===== config.mk =====
export PLATFORM = sky130hd
export DESIGN_NAME = mmu_translation_protection
export DESIGN_NICKNAME = d
export VERILOG_FILES = /design/src/inc/mmu_pkg.sv /design/src/rtl/mmu_translation_protection.sv /design/src/rtl/tlb_entry_match.sv
export SDC_FILE = /design/constraint.sdc
export NUM_CORES = 2
export LEC_CHECK = 0
export BUFFER_PORTS_ARGS = -buffer_cell sky130_fd_sc_hd__buf_2
export CAP_MARGIN = 40
export CORE_MARGIN = 2
export CORE_UTILIZATION = 35
export DETAILED_ROUTE_END_ITERATION = 7
export GPL_ROUTABILITY_DRIVEN = 0
export PLACE_DENSITY = 0.54
export SLEW_MARGIN = 20
export SYNTH_ARGS = -nofsm -noshare
export SYNTH_HDL_FRONTEND = slang
export SYNTH_SLANG_ARGS = --single-unit
export TNS_END_PERCENT = 5

===== constraint.sdc =====
create_clock -name clock_i -period 9.6 [get_ports clock_i]
set_input_delay 0.48 -clock clock_i [delete_from_list [all_inputs] [get_ports clock_i]]
set_output_delay 0.48 -clock clock_i [all_outputs]
set_load 0.005 [all_outputs]

===== src/inc/mmu_pkg.sv =====
// mmu_pkg: shared constants for the translation and protection block
// assumes a 32-bit virtual address, 4 KByte pages and an AXI4-Lite register port

package mmu_pkg;

  // ---------------------------------------------------------------
  // address layout
  // ---------------------------------------------------------------
  localparam int VADDR_W = 32;
  localparam int PAGE_OFFSET_W = 12;
  localparam int VPN_W = 20;
  localparam int BYPASS_CLEAR_W = 3;
  localparam logic [2:0] IO_TOP3 = 3'h7;
  localparam logic [2:0] KERNEL_TOP3 = 3'h6;
  localparam int PID_W_DEFAULT = 8;
  localparam int PID_W_MIN = 8;
  localparam int PID_W_MAX = 14;
  localparam int NUM_ENTRIES_DEFAULT = 8;

  // ---------------------------------------------------------------
  // access kinds and fault causes
  // ---------------------------------------------------------------
  typedef enum logic [1:0] {
    ACC_FETCH = 2'h0,
    ACC_LOAD = 2'h1,
    ACC_STORE = 2'h2
  } access_kind_t;

  typedef enum logic [2:0] {
    FC_NONE = 3'h0,
    FC_MISS = 3'h1,
    FC_PERM = 3'h2,
    FC_SUPER = 3'h3,
    FC_PRIV = 3'h4
  } fault_cause_t;

  // ---------------------------------------------------------------
  // register map, byte addresses
  // ---------------------------------------------------------------
  localparam int AXI_ADDR_W = 8;
  localparam logic [7:0] OFF_PROC_ID = 8'h00;
  localparam logic [7:0] OFF_TLB_INDEX = 8'h04;
  localparam logic [7:0] OFF_TLB_TAG = 8'h08;
  localparam logic [7:0] OFF_TLB_PID = 8'h0c;
  localparam logic [7:0] OFF_TLB_DATA = 8'h10;
  localparam logic [7:0] OFF_FAULT_STAT = 8'h14;
  localparam logic [7:0] OFF_FAULT_ADDR = 8'h18;

  // field positions
  localparam int TAG_GLOBAL_BIT = 20;
  localparam int TAG_VALID_BIT = 21;
  localparam int DATA_CACHE_BIT = 20;
  localparam int DATA_READ_BIT = 21;
  localparam int DATA_WRITE_BIT = 22;
  localparam int DATA_EXEC_BIT = 23;
  localparam int STAT_MODE_BIT = 8;

  // reset value of every stored field
  localparam logic [31:0] REG_RESET = 32'h0000_0000;

  // bus responses
  localparam logic [1:0] RESP_OKAY = 2'h0;
  localparam logic [1:0] RESP_SLVERR = 2'h2;

endpackage


===== src/rtl/mmu_translation_protection.sv =====
// mmu_translation_protection: operating mode, translation lookaside buffer and
// page protection for a 32-bit soft processor, registers over AXI4-Lite
// assumes the pipeline offers one access per cycle and takes exceptions itself
//
// Function
// - any exception taken, including reset and break, returns to supervisor mode.
// - user mode exists only when the translation unit is built in.
// - without the translation unit everything runs with supervisor privileges.
// - user mode rejects privileged instructions; supervisor mode permits them.
// - user access to a location not open to user mode faults and is blocked.
// - pages and frames are fixed 4 KByte units.
// - virtual address splits into 20-bit page number and 12-bit offset.
// - lookup key is page number plus process identifier, giving frame number.
// - physical address is frame number joined to the untranslated offset.
// - hardware never walks the page table; only software loads entries.
// - each page carries its own read, write and execute permission.
// - each mapped data page also says whether it is cacheable.
// - a miss or missing permission raises a precise fault for refill.
// - virtual space splits into user and supervisor partitions by fixed ranges.
// - bus address is always the translated or bypassed physical address.
// - top two partitions bypass, rest translate; only user range open to user.
// - bypassed accesses clear the three top address bits.
// - a global entry ignores the process identifier in lookup.
// - process identifier width is a build parameter from 8 to 14.
`timescale 1ns/10ps

module mmu_translation_protection #(
  parameter int HAS_MMU = 1,
  parameter int PID_W = mmu_pkg::PID_W_DEFAULT,
  parameter int NUM_ENTRIES = mmu_pkg::NUM_ENTRIES_DEFAULT
) (
  input wire logic clock_i,
  input wire logic rst_n_i,
  input wire logic [mmu_pkg::AXI_ADDR_W-1:0] s_axi_awaddr_i,
  input wire logic s_axi_awvalid_i,
  output logic s_axi_awready_o,
  input wire logic [31:0] s_axi_wdata_i,
  input wire logic [3:0] s_axi_wstrb_i,
  input wire logic s_axi_wvalid_i,
  output logic s_axi_wready_o,
  output logic [1:0] s_axi_bresp_o,
  output logic s_axi_bvalid_o,
  input wire logic s_axi_bready_i,
  input wire logic [mmu_pkg::AXI_ADDR_W-1:0] s_axi_araddr_i,
  input wire logic s_axi_arvalid_i,
  output logic s_axi_arready_o,
  output logic [31:0] s_axi_rdata_o,
  output logic [1:0] s_axi_rresp_o,
  output logic s_axi_rvalid_o,
  input wire logic s_axi_rready_i,
  input wire logic req_valid_i,
  input wire logic [31:0] req_vaddr_i,
  input wire logic [1:0] req_kind_i,
  input wire logic req_io_i,
  input wire logic req_priv_instr_i,
  input wire logic exc_taken_i,
  input wire logic ret_user_i,
  output logic bus_valid_o,
  output logic [31:0] bus_paddr_o,
  output logic [1:0] bus_kind_o,
  output logic bus_cacheable_o,
  output logic fault_o,
  output logic [2:0] fault_cause_o,
  output logic [31:0] fault_vaddr_o,
  output logic user_mode_o
);

  localparam int IDX_W = (NUM_ENTRIES > 1) ? $clog2(NUM_ENTRIES) : 1;

  // ---------------------------------------------------------------
  // state
  // ---------------------------------------------------------------
  typedef struct packed {
    logic valid;
    logic global_map;
    logic [PID_W-1:0] process_identifier;
    logic [mmu_pkg::VPN_W-1:0] virtual_page_number;
    logic [mmu_pkg::VPN_W-1:0] physical_frame_number;
    logic cacheable;
    logic can_read;
    logic can_write;
    logic can_exec;
  } entry_t;

  typedef struct packed {
    entry_t [NUM_ENTRIES-1:0] tlb;
    logic [PID_W-1:0] proc_id;
    logic [IDX_W-1:0] index;
    logic [mmu_pkg::VPN_W-1:0] stage_vpn;
    logic stage_global;
    logic stage_valid;
    logic [PID_W-1:0] stage_pid;
    logic user_mode;
    logic bus_valid;
    logic [31:0] bus_paddr;
    logic [1:0] bus_kind;
    logic bus_cacheable;
    logic fault;
    logic [2:0] fault_cause;
    logic [31:0] fault_vaddr;
    logic aw_held;
    logic [mmu_pkg::AXI_ADDR_W-1:0] aw_addr;
    logic w_held;
    logic [31:0] w_data;
    logic [3:0] w_strb;
    logic awready;
    logic wready;
    logic bvalid;
    logic [1:0] bresp;
    logic arready;
    logic rvalid;
    logic [31:0] rdata;
    logic [1:0] rresp;
  } state_t;

  state_t st_reg;
  state_t st_next;

  logic [NUM_ENTRIES-1:0] hit_vec;
  logic hit_any;
  logic [IDX_W-1:0] hit_idx;
  entry_t hit_e;
  logic region_io;
  logic region_kernel;
  logic bypass;
  logic perm_ok;
  logic [2:0] cause;
  logic [31:0] paddr;
  logic cacheable;
  logic [31:0] wr_old;
  logic wr_ok;
  logic [31:0] wr_val;
  logic [31:0] rd_val;
  logic rd_ok;

  // ---------------------------------------------------------------
  // register readback
  // ---------------------------------------------------------------
  function automatic logic [31:0] reg_read(input state_t s, input logic [7:0] a, output logic ok);
    logic [31:0] v;
    entry_t e;
    v = mmu_pkg::REG_RESET;
    e = s.tlb[s.index];
    ok = 1'b1;
    case ({a[7:2], 2'h0})
      mmu_pkg::OFF_PROC_ID: v[PID_W-1:0] = s.proc_id;
      mmu_pkg::OFF_TLB_INDEX: v[IDX_W-1:0] = s.index;
      mmu_pkg::OFF_TLB_TAG:
      begin
        v[mmu_pkg::VPN_W-1:0] = s.stage_vpn;
        v[mmu_pkg::TAG_GLOBAL_BIT] = s.stage_global;
        v[mmu_pkg::TAG_VALID_BIT] = s.stage_valid;
      end
      mmu_pkg::OFF_TLB_PID: v[PID_W-1:0] = s.stage_pid;
      mmu_pkg::OFF_TLB_DATA:
      begin
        v[mmu_pkg::VPN_W-1:0] = e.physical_frame_number;
        v[mmu_pkg::DATA_CACHE_BIT] = e.cacheable;
        v[mmu_pkg::DATA_READ_BIT] = e.can_read;
        v[mmu_pkg::DATA_WRITE_BIT] = e.can_write;
        v[mmu_pkg::DATA_EXEC_BIT] = e.can_exec;
      end
      mmu_pkg::OFF_FAULT_STAT:
      begin
        v[2:0] = s.fault_cause;
        v[mmu_pkg::STAT_MODE_BIT] = s.user_mode;
      end
      mmu_pkg::OFF_FAULT_ADDR: v = s.fault_vaddr;
      default: ok = 1'b0;
    endcase
    return v;
  endfunction

  // ---------------------------------------------------------------
  // lookup
  // ---------------------------------------------------------------
  // one comparator per entry
  for (genvar g = 0; g < NUM_ENTRIES; g++)
  begin : g_match
    tlb_entry_match #(.PID_W(PID_W)) u_match (
      .valid_i(st_reg.tlb[g].valid),
      .global_i(st_reg.tlb[g].global_map),
      .entry_pid_i(st_reg.tlb[g].process_identifier),
      .entry_vpn_i(st_reg.tlb[g].virtual_page_number),
      .lookup_vpn_i(req_vaddr_i[31:mmu_pkg::PAGE_OFFSET_W]),
      .lookup_pid_i(st_reg.proc_id),
      .hit_o(hit_vec[g])
    );
  end

  // lowest matching entry wins; duplicate mappings are software's fault
  always_comb
  begin
    hit_any = 1'b0;
    hit_idx = '0;
    for (int i = NUM_ENTRIES - 1; i >= 0; i--)
    begin
      if (hit_vec[i])
      begin
        hit_any = 1'b1;
        hit_idx = IDX_W'(i);
      end
    end
    hit_e = st_reg.tlb[hit_idx];
  end

  // partition decode, permission check and physical address
  always_comb
  begin
    region_io = (req_vaddr_i[31:29] == mmu_pkg::IO_TOP3);
    region_kernel = (req_vaddr_i[31:29] == mmu_pkg::KERNEL_TOP3);
    bypass = (HAS_MMU != 0) && (region_io || region_kernel);
    case (req_kind_i)
      mmu_pkg::ACC_FETCH: perm_ok = hit_e.can_exec;
      mmu_pkg::ACC_LOAD: perm_ok = hit_e.can_read;
      mmu_pkg::ACC_STORE: perm_ok = hit_e.can_write;
      default: perm_ok = 1'b0;
    endcase
    cause = mmu_pkg::FC_NONE;
    if (HAS_MMU != 0)
    begin
      if (st_reg.user_mode && req_priv_instr_i)
        cause = mmu_pkg::FC_PRIV;
      else if (st_reg.user_mode && req_vaddr_i[31])
        cause = mmu_pkg::FC_SUPER;
      else if (!bypass && !hit_any)
        cause = mmu_pkg::FC_MISS;
      else if (!bypass && !perm_ok)
        cause = mmu_pkg::FC_PERM;
    end
    if (HAS_MMU == 0)
      paddr = req_vaddr_i;
    else if (bypass)
      paddr = {{mmu_pkg::BYPASS_CLEAR_W{1'b0}}, req_vaddr_i[28:0]};
    else
      paddr = {hit_e.physical_frame_number, req_vaddr_i[mmu_pkg::PAGE_OFFSET_W-1:0]};
    if (req_io_i || (HAS_MMU != 0 && region_io))
      cacheable = 1'b0;
    else if (HAS_MMU == 0 || region_kernel)
      cacheable = 1'b1;
    else
      cacheable = hit_e.cacheable;
  end

  // ---------------------------------------------------------------
  // next state
  // ---------------------------------------------------------------
  always_comb
  begin
    st_next = st_reg;
    st_next.bus_valid = 1'b0;
    st_next.fault = 1'b0;
    wr_old = reg_read(st_reg, st_reg.aw_addr, wr_ok);
    for (int b = 0; b < 4; b++)
      wr_val[b*8 +: 8] = st_reg.w_strb[b] ? st_reg.w_data[b*8 +: 8] : wr_old[b*8 +: 8];
    rd_val = reg_read(st_reg, s_axi_araddr_i, rd_ok);
    // translation answers one cycle after the request
    if (req_valid_i)
    begin
      st_next.bus_kind = req_kind_i;
      if (cause != mmu_pkg::FC_NONE)
      begin
        st_next.fault = 1'b1;
        st_next.fault_cause = cause;
        st_next.fault_vaddr = req_vaddr_i;
      end
      else
      begin
        st_next.bus_valid = 1'b1;
        st_next.bus_paddr = paddr;
        st_next.bus_cacheable = cacheable;
      end
    end
    // mode: exceptions win over a return to user mode
    if (exc_taken_i || (req_valid_i && cause != mmu_pkg::FC_NONE))
      st_next.user_mode = 1'b0;
    else if (ret_user_i && HAS_MMU != 0)
      st_next.user_mode = 1'b1;
    // write channel capture
    if (s_axi_awvalid_i && st_reg.awready)
    begin
      st_next.aw_held = 1'b1;
      st_next.aw_addr = s_axi_awaddr_i;
    end
    if (s_axi_wvalid_i && st_reg.wready)
    begin
      st_next.w_held = 1'b1;
      st_next.w_data = s_axi_wdata_i;
      st_next.w_strb = s_axi_wstrb_i;
    end
    if (st_reg.bvalid && s_axi_bready_i)
      st_next.bvalid = 1'b0;
    // entries change only here, from software writes
    if (st_reg.aw_held && st_reg.w_held && !st_reg.bvalid)
    begin
      st_next.aw_held = 1'b0;
      st_next.w_held = 1'b0;
      st_next.bvalid = 1'b1;
      st_next.bresp = mmu_pkg::RESP_OKAY;
      case ({st_reg.aw_addr[7:2], 2'h0})
        mmu_pkg::OFF_PROC_ID: st_next.proc_id = wr_val[PID_W-1:0];
        mmu_pkg::OFF_TLB_INDEX: st_next.index = wr_val[IDX_W-1:0];
        mmu_pkg::OFF_TLB_TAG:
        begin
          st_next.stage_vpn = wr_val[mmu_pkg::VPN_W-1:0];
          st_next.stage_global = wr_val[mmu_pkg::TAG_GLOBAL_BIT];
          st_next.stage_valid = wr_val[mmu_pkg::TAG_VALID_BIT];
        end
        mmu_pkg::OFF_TLB_PID: st_next.stage_pid = wr_val[PID_W-1:0];
        mmu_pkg::OFF_TLB_DATA:
        begin
          st_next.tlb[st_reg.index] = {st_reg.stage_valid, st_reg.stage_global, st_reg.stage_pid,
            st_reg.stage_vpn, wr_val[mmu_pkg::VPN_W-1:0], wr_val[mmu_pkg::DATA_CACHE_BIT],
            wr_val[mmu_pkg::DATA_READ_BIT], wr_val[mmu_pkg::DATA_WRITE_BIT],
            wr_val[mmu_pkg::DATA_EXEC_BIT]};
        end
        default: st_next.bresp = mmu_pkg::RESP_SLVERR;
      endcase
    end
    st_next.awready = !st_next.aw_held && !st_next.bvalid;
    st_next.wready = !st_next.w_held && !st_next.bvalid;
    // read channel, answer one cycle after the address
    if (st_reg.rvalid && s_axi_rready_i)
      st_next.rvalid = 1'b0;
    if (s_axi_arvalid_i && st_reg.arready)
    begin
      st_next.rvalid = 1'b1;
      st_next.rdata = rd_ok ? rd_val : mmu_pkg::REG_RESET;
      st_next.rresp = rd_ok ? mmu_pkg::RESP_OKAY : mmu_pkg::RESP_SLVERR;
    end
    st_next.arready = !st_next.rvalid;
  end

  // registered state, reset to all zero
  always_ff @(posedge clock_i)
  begin
    if (!rst_n_i)
      st_reg <= '0;
    else
      st_reg <= st_next;
  end

  // ---------------------------------------------------------------
  // outputs
  // ---------------------------------------------------------------
  assign s_axi_awready_o = st_reg.awready;
  assign s_axi_wready_o = st_reg.wready;
  assign s_axi_bvalid_o = st_reg.bvalid;
  assign s_axi_bresp_o = st_reg.bresp;
  assign s_axi_arready_o = st_reg.arready;
  assign s_axi_rvalid_o = st_reg.rvalid;
  assign s_axi_rdata_o = st_reg.rdata;
  assign s_axi_rresp_o = st_reg.rresp;
  assign bus_valid_o = st_reg.bus_valid;
  assign bus_paddr_o = st_reg.bus_paddr;
  assign bus_kind_o = st_reg.bus_kind;
  assign bus_cacheable_o = st_reg.bus_cacheable;
  assign fault_o = st_reg.fault;
  assign fault_cause_o = st_reg.fault_cause;
  assign fault_vaddr_o = st_reg.fault_vaddr;
  assign user_mode_o = st_reg.user_mode;
endmodule


===== src/rtl/tlb_entry_match.sv =====
// tlb_entry_match: compares one translation entry against a lookup key
// assumes the caller holds the entry fields stable; purely combinational
`timescale 1ns/10ps

module tlb_entry_match #(
  parameter int PID_W = mmu_pkg::PID_W_DEFAULT
) (
  input wire logic valid_i,
  input wire logic global_i,
  input wire logic [PID_W-1:0] entry_pid_i,
  input wire logic [mmu_pkg::VPN_W-1:0] entry_vpn_i,
  input wire logic [mmu_pkg::VPN_W-1:0] lookup_vpn_i,
  input wire logic [PID_W-1:0] lookup_pid_i,
  output logic hit_o
);

  // key is page number plus process identifier, global entries skip the identifier
  assign hit_o = valid_i && (entry_vpn_i == lookup_vpn_i) &&
                 (global_i || (entry_pid_i == lookup_pid_i));

endmodule


Yosys cells after proc, flatten, opt, wreduce, memory -nomap -nowiden
Index checks and enable logic that the tools add are counted.
{"block": "classes", "n_lt_le_gt_ge": 3, "n_eq_ne": 32, "n_mux": 59, "bitwise_logic": 2, "reduce_logical": 65}
{"cell": "$bwmux W432", "n": 1}
{"cell": "$bmux W54 S3", "n": 2}
{"cell": "$demux W54 S3", "n": 1}
{"cell": "$eq A20 B20 Y1", "n": 8}
{"cell": "$pmux W13 S3", "n": 2}
{"cell": "$eq A8 B8 Y1", "n": 8}
{"cell": "$mux W32", "n": 2}
{"cell": "$mux W54", "n": 1}
{"cell": "$pmux W5 S5", "n": 2}
{"cell": "$mux W24", "n": 2}
{"cell": "$pmux W3 S7", "n": 2}
{"cell": "$mux W37", "n": 1}
{"cell": "$eq A6 B3 Y1 const B", "n": 6}
{"cell": "$mux W36", "n": 1}
{"cell": "$mux W35", "n": 1}
{"cell": "$mux W33", "n": 1}
{"cell": "$mux W8", "n": 4}
{"cell": "$logic_and A1 B1 Y1", "n": 31}
{"cell": "$mux W3", "n": 10}
{"cell": "$eq A6 B2 Y1 const B", "n": 4}
{"cell": "$reduce_and A2 Y1", "n": 8}
{"cell": "$mux W1", "n": 15}
{"cell": "$eq A6 B1 Y1 const B", "n": 2}
{"cell": "$logic_not A6 Y1", "n": 2}
{"cell": "18 further kinds", "n": 44}
{"block": "totals", "regBits": 633, "out_inout_bits": 114}

Logic depth before layout (Yosys ltp)
{"block": "logic_depth", "depth_word": 24, "ltp_mapped": 17, "mapped_depth_nobuf": 12}

Modules after synthesis
From an unflattened synthesis, not the netlist that was laid out.
{"block": "hier_totals", "hier_cells": 3588, "area_unflattened_um2": 29246.8}
{"mod": "mmu_translation_protection", "instances": 1, "cells_per_inst": 3276, "area_each_um2": 26584.2, "seq_area_each_um2": 12411.9}
{"mod": "tlb_entry_match", "instances": 8, "cells_per_inst": 39, "area_each_um2": 332.8, "seq_area_each_um2": 0.0}

Worst setup path before layout
Ideal clock, no wire load.
{"block": "synth_timing", "path_type": "input -> register", "startpoint": "input port req_vaddr_i[18]", "endpoint": "register st_reg (netlist bit fault_vaddr_o[2])", "setup_time_ps": 72, "arrival_time_ps": 3707, "t_required_ps": 9528, "path_slack_ps": 5821, "cell_stages": 16, "path_cell_list": "buf_2 -> xor2_1 -> nor4_1 -> nand4_1 -> or4_1 -> o21ai_2 -> a32o_1 -> buf_6 -> mux2_4 -> nand3_2 -> o2111ai_1 -> and4bb_4 -> o31a_1 -> buf_6 -> buf_12 -> mux2i_1"}
{"block": "synth_via", "elab_chain_len": 22}
{"element": "start, declared", "line": "mmu_translation_protection.sv:52", "source": "input wire logic [31:0] req_vaddr_i,"}
{"element": "$eq A20 B20 Y1", "line": "tlb_entry_match.sv:18", "source": "assign hit_o = valid_i && (entry_vpn_i == lookup_vpn_i) &&"}
{"element": "$logic_and A1 B1 Y1 (2 in a row)", "line": "tlb_entry_match.sv:18"}
{"element": "$mux W3 (8 in a row)", "line": "mmu_translation_protection.sv:198", "source": "if (hit_vec[i])"}
{"element": "$bmux W54 S3", "line": "mmu_translation_protection.sv:204", "source": "hit_e = st_reg.tlb[hit_idx];"}
{"element": "$mux W24 (not written as such)", "line": "mmu_translation_protection.sv:204"}
{"element": "$pmux W1 S3", "line": "mmu_translation_protection.sv:213", "source": "case (req_kind_i)"}
{"element": "$logic_not A1 Y1", "line": "mmu_translation_protection.sv:228", "source": "else if (!bypass && !perm_ok)"}
{"element": "$logic_and A1 B1 Y1", "line": "mmu_translation_protection.sv:228"}
{"element": "$mux W2", "line": "mmu_translation_protection.sv:228"}
{"element": "$mux W2 (*)", "line": "mmu_translation_protection.sv:226", "source": "else if (!bypass && !hit_any)"}
{"element": "$mux W2 (*)", "line": "mmu_translation_protection.sv:224", "source": "else if (st_reg.user_mode && req_vaddr_i[31])"}
{"element": "$mux W3 (*)", "line": "mmu_translation_protection.sv:222", "source": "if (st_reg.user_mode && req_priv_instr_i)"}
{"element": "$reduce_bool A3 Y1 (*)", "line": "mmu_translation_protection.sv:261", "source": "if (cause != mmu_pkg::FC_NONE)"}
{"element": "$reduce_and A2 Y1 (no line) (*)"}
{"element": "end signal, assigned", "line": "mmu_translation_protection.sv:340", "source": "st_reg <= st_next;"}
{"element": "end, declared", "line": "mmu_translation_protection.sv:116", "source": "state_t st_reg;"}
Mark *: on every way between the ends. The rest lies on a longest branch, timed or not. The select of a mux whose other input is x is not followed.
A chain may end at the register's enable or synchronous reset.

Worst setup path in the final report
{"block": "layout_timing", "startpoint": "register st_reg[193] in the netlist's numbering", "endpoint": "register st_reg (netlist bit bus_paddr_o[19])"}
{"block": "layout_via", "elab_chain_len": 23}
{"element": "$eq A8 B8 Y1", "line": "tlb_entry_match.sv:19", "source": "(global_i || (entry_pid_i == lookup_pid_i));"}
{"element": "$logic_or A1 B1 Y1", "line": "tlb_entry_match.sv:19"}
{"element": "$logic_and A1 B1 Y1", "line": "tlb_entry_match.sv:18"}
{"element": "$mux W3 (8 in a row)", "line": "mmu_translation_protection.sv:198"}
{"element": "$bmux W54 S3", "line": "mmu_translation_protection.sv:204"}
{"element": "$mux W24 (not written as such)", "line": "mmu_translation_protection.sv:204"}
{"element": "$pmux W1 S3", "line": "mmu_translation_protection.sv:213"}
{"element": "$logic_not A1 Y1", "line": "mmu_translation_protection.sv:228"}
{"element": "$logic_and A1 B1 Y1", "line": "mmu_translation_protection.sv:228"}
{"element": "$mux W2", "line": "mmu_translation_protection.sv:228"}
{"element": "$mux W2", "line": "mmu_translation_protection.sv:226"}
{"element": "$mux W2", "line": "mmu_translation_protection.sv:224"}
{"element": "$mux W3", "line": "mmu_translation_protection.sv:222"}
{"element": "$reduce_bool A3 Y1", "line": "mmu_translation_protection.sv:261"}
{"element": "$not A1 Y1 (no line)"}
{"element": "$reduce_and A2 Y1 (no line)"}
Several ways; a longest one is shown, not always the timed one. The select of a mux whose other input is x is not followed.

==> run summary <==
Number of global-route vias before repair = 25,700
Slew HR = 0.343
Drt pass-1 iters = 6
GR Util met3 = 0.0403
CTS clk-pin slew, worst paths = 0.06 ns
Synth top cells by count = nand2_1, dfxtp_1, a21boi_0
Hold-fix buffer count after cts = 0
Sum Neg Setup Slack = 0 ns
GRT Total Usage = 0.246
Total Wirelength = 119,000 µm
First-pass GRT wire length = 174,000 µm
Final Skew = 0.0251 ns
Initial drt markers = 2,817
Placed Area = 0.0333 mm²
Antenna viol nets, final = 0
Seq/Total Area, Yosys = 0.386
Post-route cell area = 0.0355 mm²
Synthesized area = 0.0322 mm²
Global routing's busiest layer = met2
Post-synthesis cell type count = 74
Worst R2R Path Depth = 14
Initial antenna violation count = 5
FF+latch count, synth = 620
Worst EP required = 10.08 ns
Syn avg cell area = 8.20 µm²
Yosys warnings = 0
Htree depth = 3
Syn Inst Count = 3,924
Net Sw Frac = 0.247
Drt via density = 5.44
Dominant cells by area after synthesis = dfxtp_1, nand2_1, a21boi_0
Minimum clock period = 5.75 ns
Worst hold stages = 2
CP Launch Type = register
DRC = 0
CTS resizes = 0
Final Hold Viols = 0
Nets = 3,927
Max Cap Viol = 0
CTS tree = done
Synth top area share = 0.386
Die Wd = 307 µm
Int Pwr = 4.23 mW
Post-synth EDFFs = 0
Most frequent cell after synthesis = nand2_1
CTS root buf = clkbuf_16
Post CTS Setup Buffer Count = 0
Starting Density = 0.352
Clock Latency Late Sink = 0.62 ns
Largest register FFs = 508
Switching power total = 1.39 mW
Max Slew Vio Count = 0
Fraction of registers with async set or reset after synthesis = 0
Fmax = 174 MHz
Crit share post-route = 0.599
Largest net degree at the start of global routing = 239
Layout cells sized above 1 = 0.128
CP Max Fanout = 45
Min-delay worst type = in2reg
HP Start = exc_taken_i
Worst hold slack = 0.0314 ns
Worst-Margin Slew = 0.984 ns
Element type at the critical path end = register
Synth-to-Final Area Change = 10.4%
Pwr Density = 158 mW/mm²
Clock power share = 0.472
Routed WL per cell = 23.5 µm
Status = complete, no violations
Site Rows = 111
Post-Route Utilization = 0.389
Synth area leader = dfxtp_1
CP startpoint = st_reg[193]$_SDFFE_PN0P_
CTS buffer count = 70
GR Util met1 = 0.327
Core Box Area = 0.0914 mm²
GRT met2 Usage = 0.397
Worst path arrival time = 6.24 ns
Comb pwr share = 0.060
Die H = 307 µm
Worst VDD drop = 112 µV
Port buffer count = 196
Flop pwr share = 0.468
Io pins = 212
WS Path Type = reg2reg
Leakage power = 12.9 nW
Total grt overflow = 0
Clock Sink Count = 620
N_diodes = 0
Vias = 27,500
RSZ-0062 raised after global routing = false
Die area = 0.0944 mm²
Synth Flop Type = dfxtp_1
DP HPWL = 77,400 µm
Launch point of the worst reg-to-reg path = st_reg[193]$_SDFFE_PN0P_
Clock Path Buffers = 3
Final setup viols = 0
==> layout make-up <==
| class | instances | area, µm² |
|---|---|---|
| clock inverter | 20 | 159 |
| sequential | 620 | 12400 |
| multi-input combinational | 2839 | 17600 |
| clock buffer | 100 | 2060 |
| timing repair buffer | 277 | 1760 |
| fill | 9285 | 55900 |
| inverter | 21 | 78.8 |
| tap | 1186 | 1480 |
==> layout by cell type, fill, tap and decap left out, types with 23 or more instances in the layout <==
master,n
nand2_1,1127
dfxtp_1,616
a21boi_0,440
mux2i_1,207
buf_2,196
xor2_1,184
o21ai_0,98
nor2_1,75
clkbuf_16,73
and2_1,70
nor4_1,68
a21oi_1,63
buf_4,59
mux2_2,46
nand3_1,41
xnor2_1,40
a22oi_1,35
nand4_1,29
o211a_1,27
a221oi_1,23
==> cell families (layout without fill, tap and decap cells) <==
| group | count (synthesis) | after routing | synth area share |
|---|---|---|---|
| other | 1 | 2 | 0.000117 |
| AND/OR/NAND/NOR | 1530 | 1530 | 0.205 |
| XOR/XNOR | 224 | 224 | 0.0610 |
| AO/OA/AOI/OAI | 807 | 807 | 0.180 |
| flip-flops | 620 | 620 | 0.386 |
| buffers and inverters | 466 | 418 | 0.0720 |
| multiplexers | 276 | 276 | 0.0960 |
==> power by group through the flow <==
stage	Sequential, mW	Clock [mW]	Combinational, mW
after CTS	2.63	2.70	0.334
after detailed placement	2.69	0	0.333
after global placement	2.69	0	0.328
after global routing	2.63	2.80	0.359
final	2.63	2.65	0.337
after floorplan	2.67	0	0.231
==> worst paths after layout <==
check                           slack [ns]                            to
worst min-delay path                  0.03      user_mode_o$_SDFFE_PP0P_
worst max register to register        3.85  bus_paddr_o[19]$_SDFFE_PN0P_
worst max-delay path                  3.85  bus_paddr_o[19]$_SDFFE_PN0P_
worst min register to register        0.44  bus_paddr_o[27]$_SDFFE_PN0P_
==> per-stage QoR <==
stage / power (mW) / worst slack, ns / cells
CTS: 5.66 / 3.95 / 5059
global placement: 3.01 / 3.82 / 4915
floorplan: 2.90 / 5.82 / 3925
global route: 5.79 / 3.59 / 5063
finish: 5.62 / 3.85 / 5063
detailed placement: 3.02 / 3.86 / 4939
==> per-layer routing <==
layer | share of wire | up-vias
li1 | - | 13000
met1 | 0.43 | 13300
met2 | 0.45 | 1055
met3 | 0.075 | 231
met4 | 0.041 | 6
met5 | 0.00031 | -
==> worst max-delay path: stages, from the launching register on <==
cell	delay [ns]
dfxtp_1	0.85
xor2_1	0.14
nor4_1	0.44
a21oi_1	0.20
or4_1	0.64
and2_4	0.25
a21oi_4	0.11
buf_4	0.59
buf_4	0.77
mux2i_1	0.27
mux2i_1	0.10
a22oi_1	0.53
a21boi_0	0.41
nand3_1	0.18
o21ai_1	0.07
(Power assumes the default switching activity.)
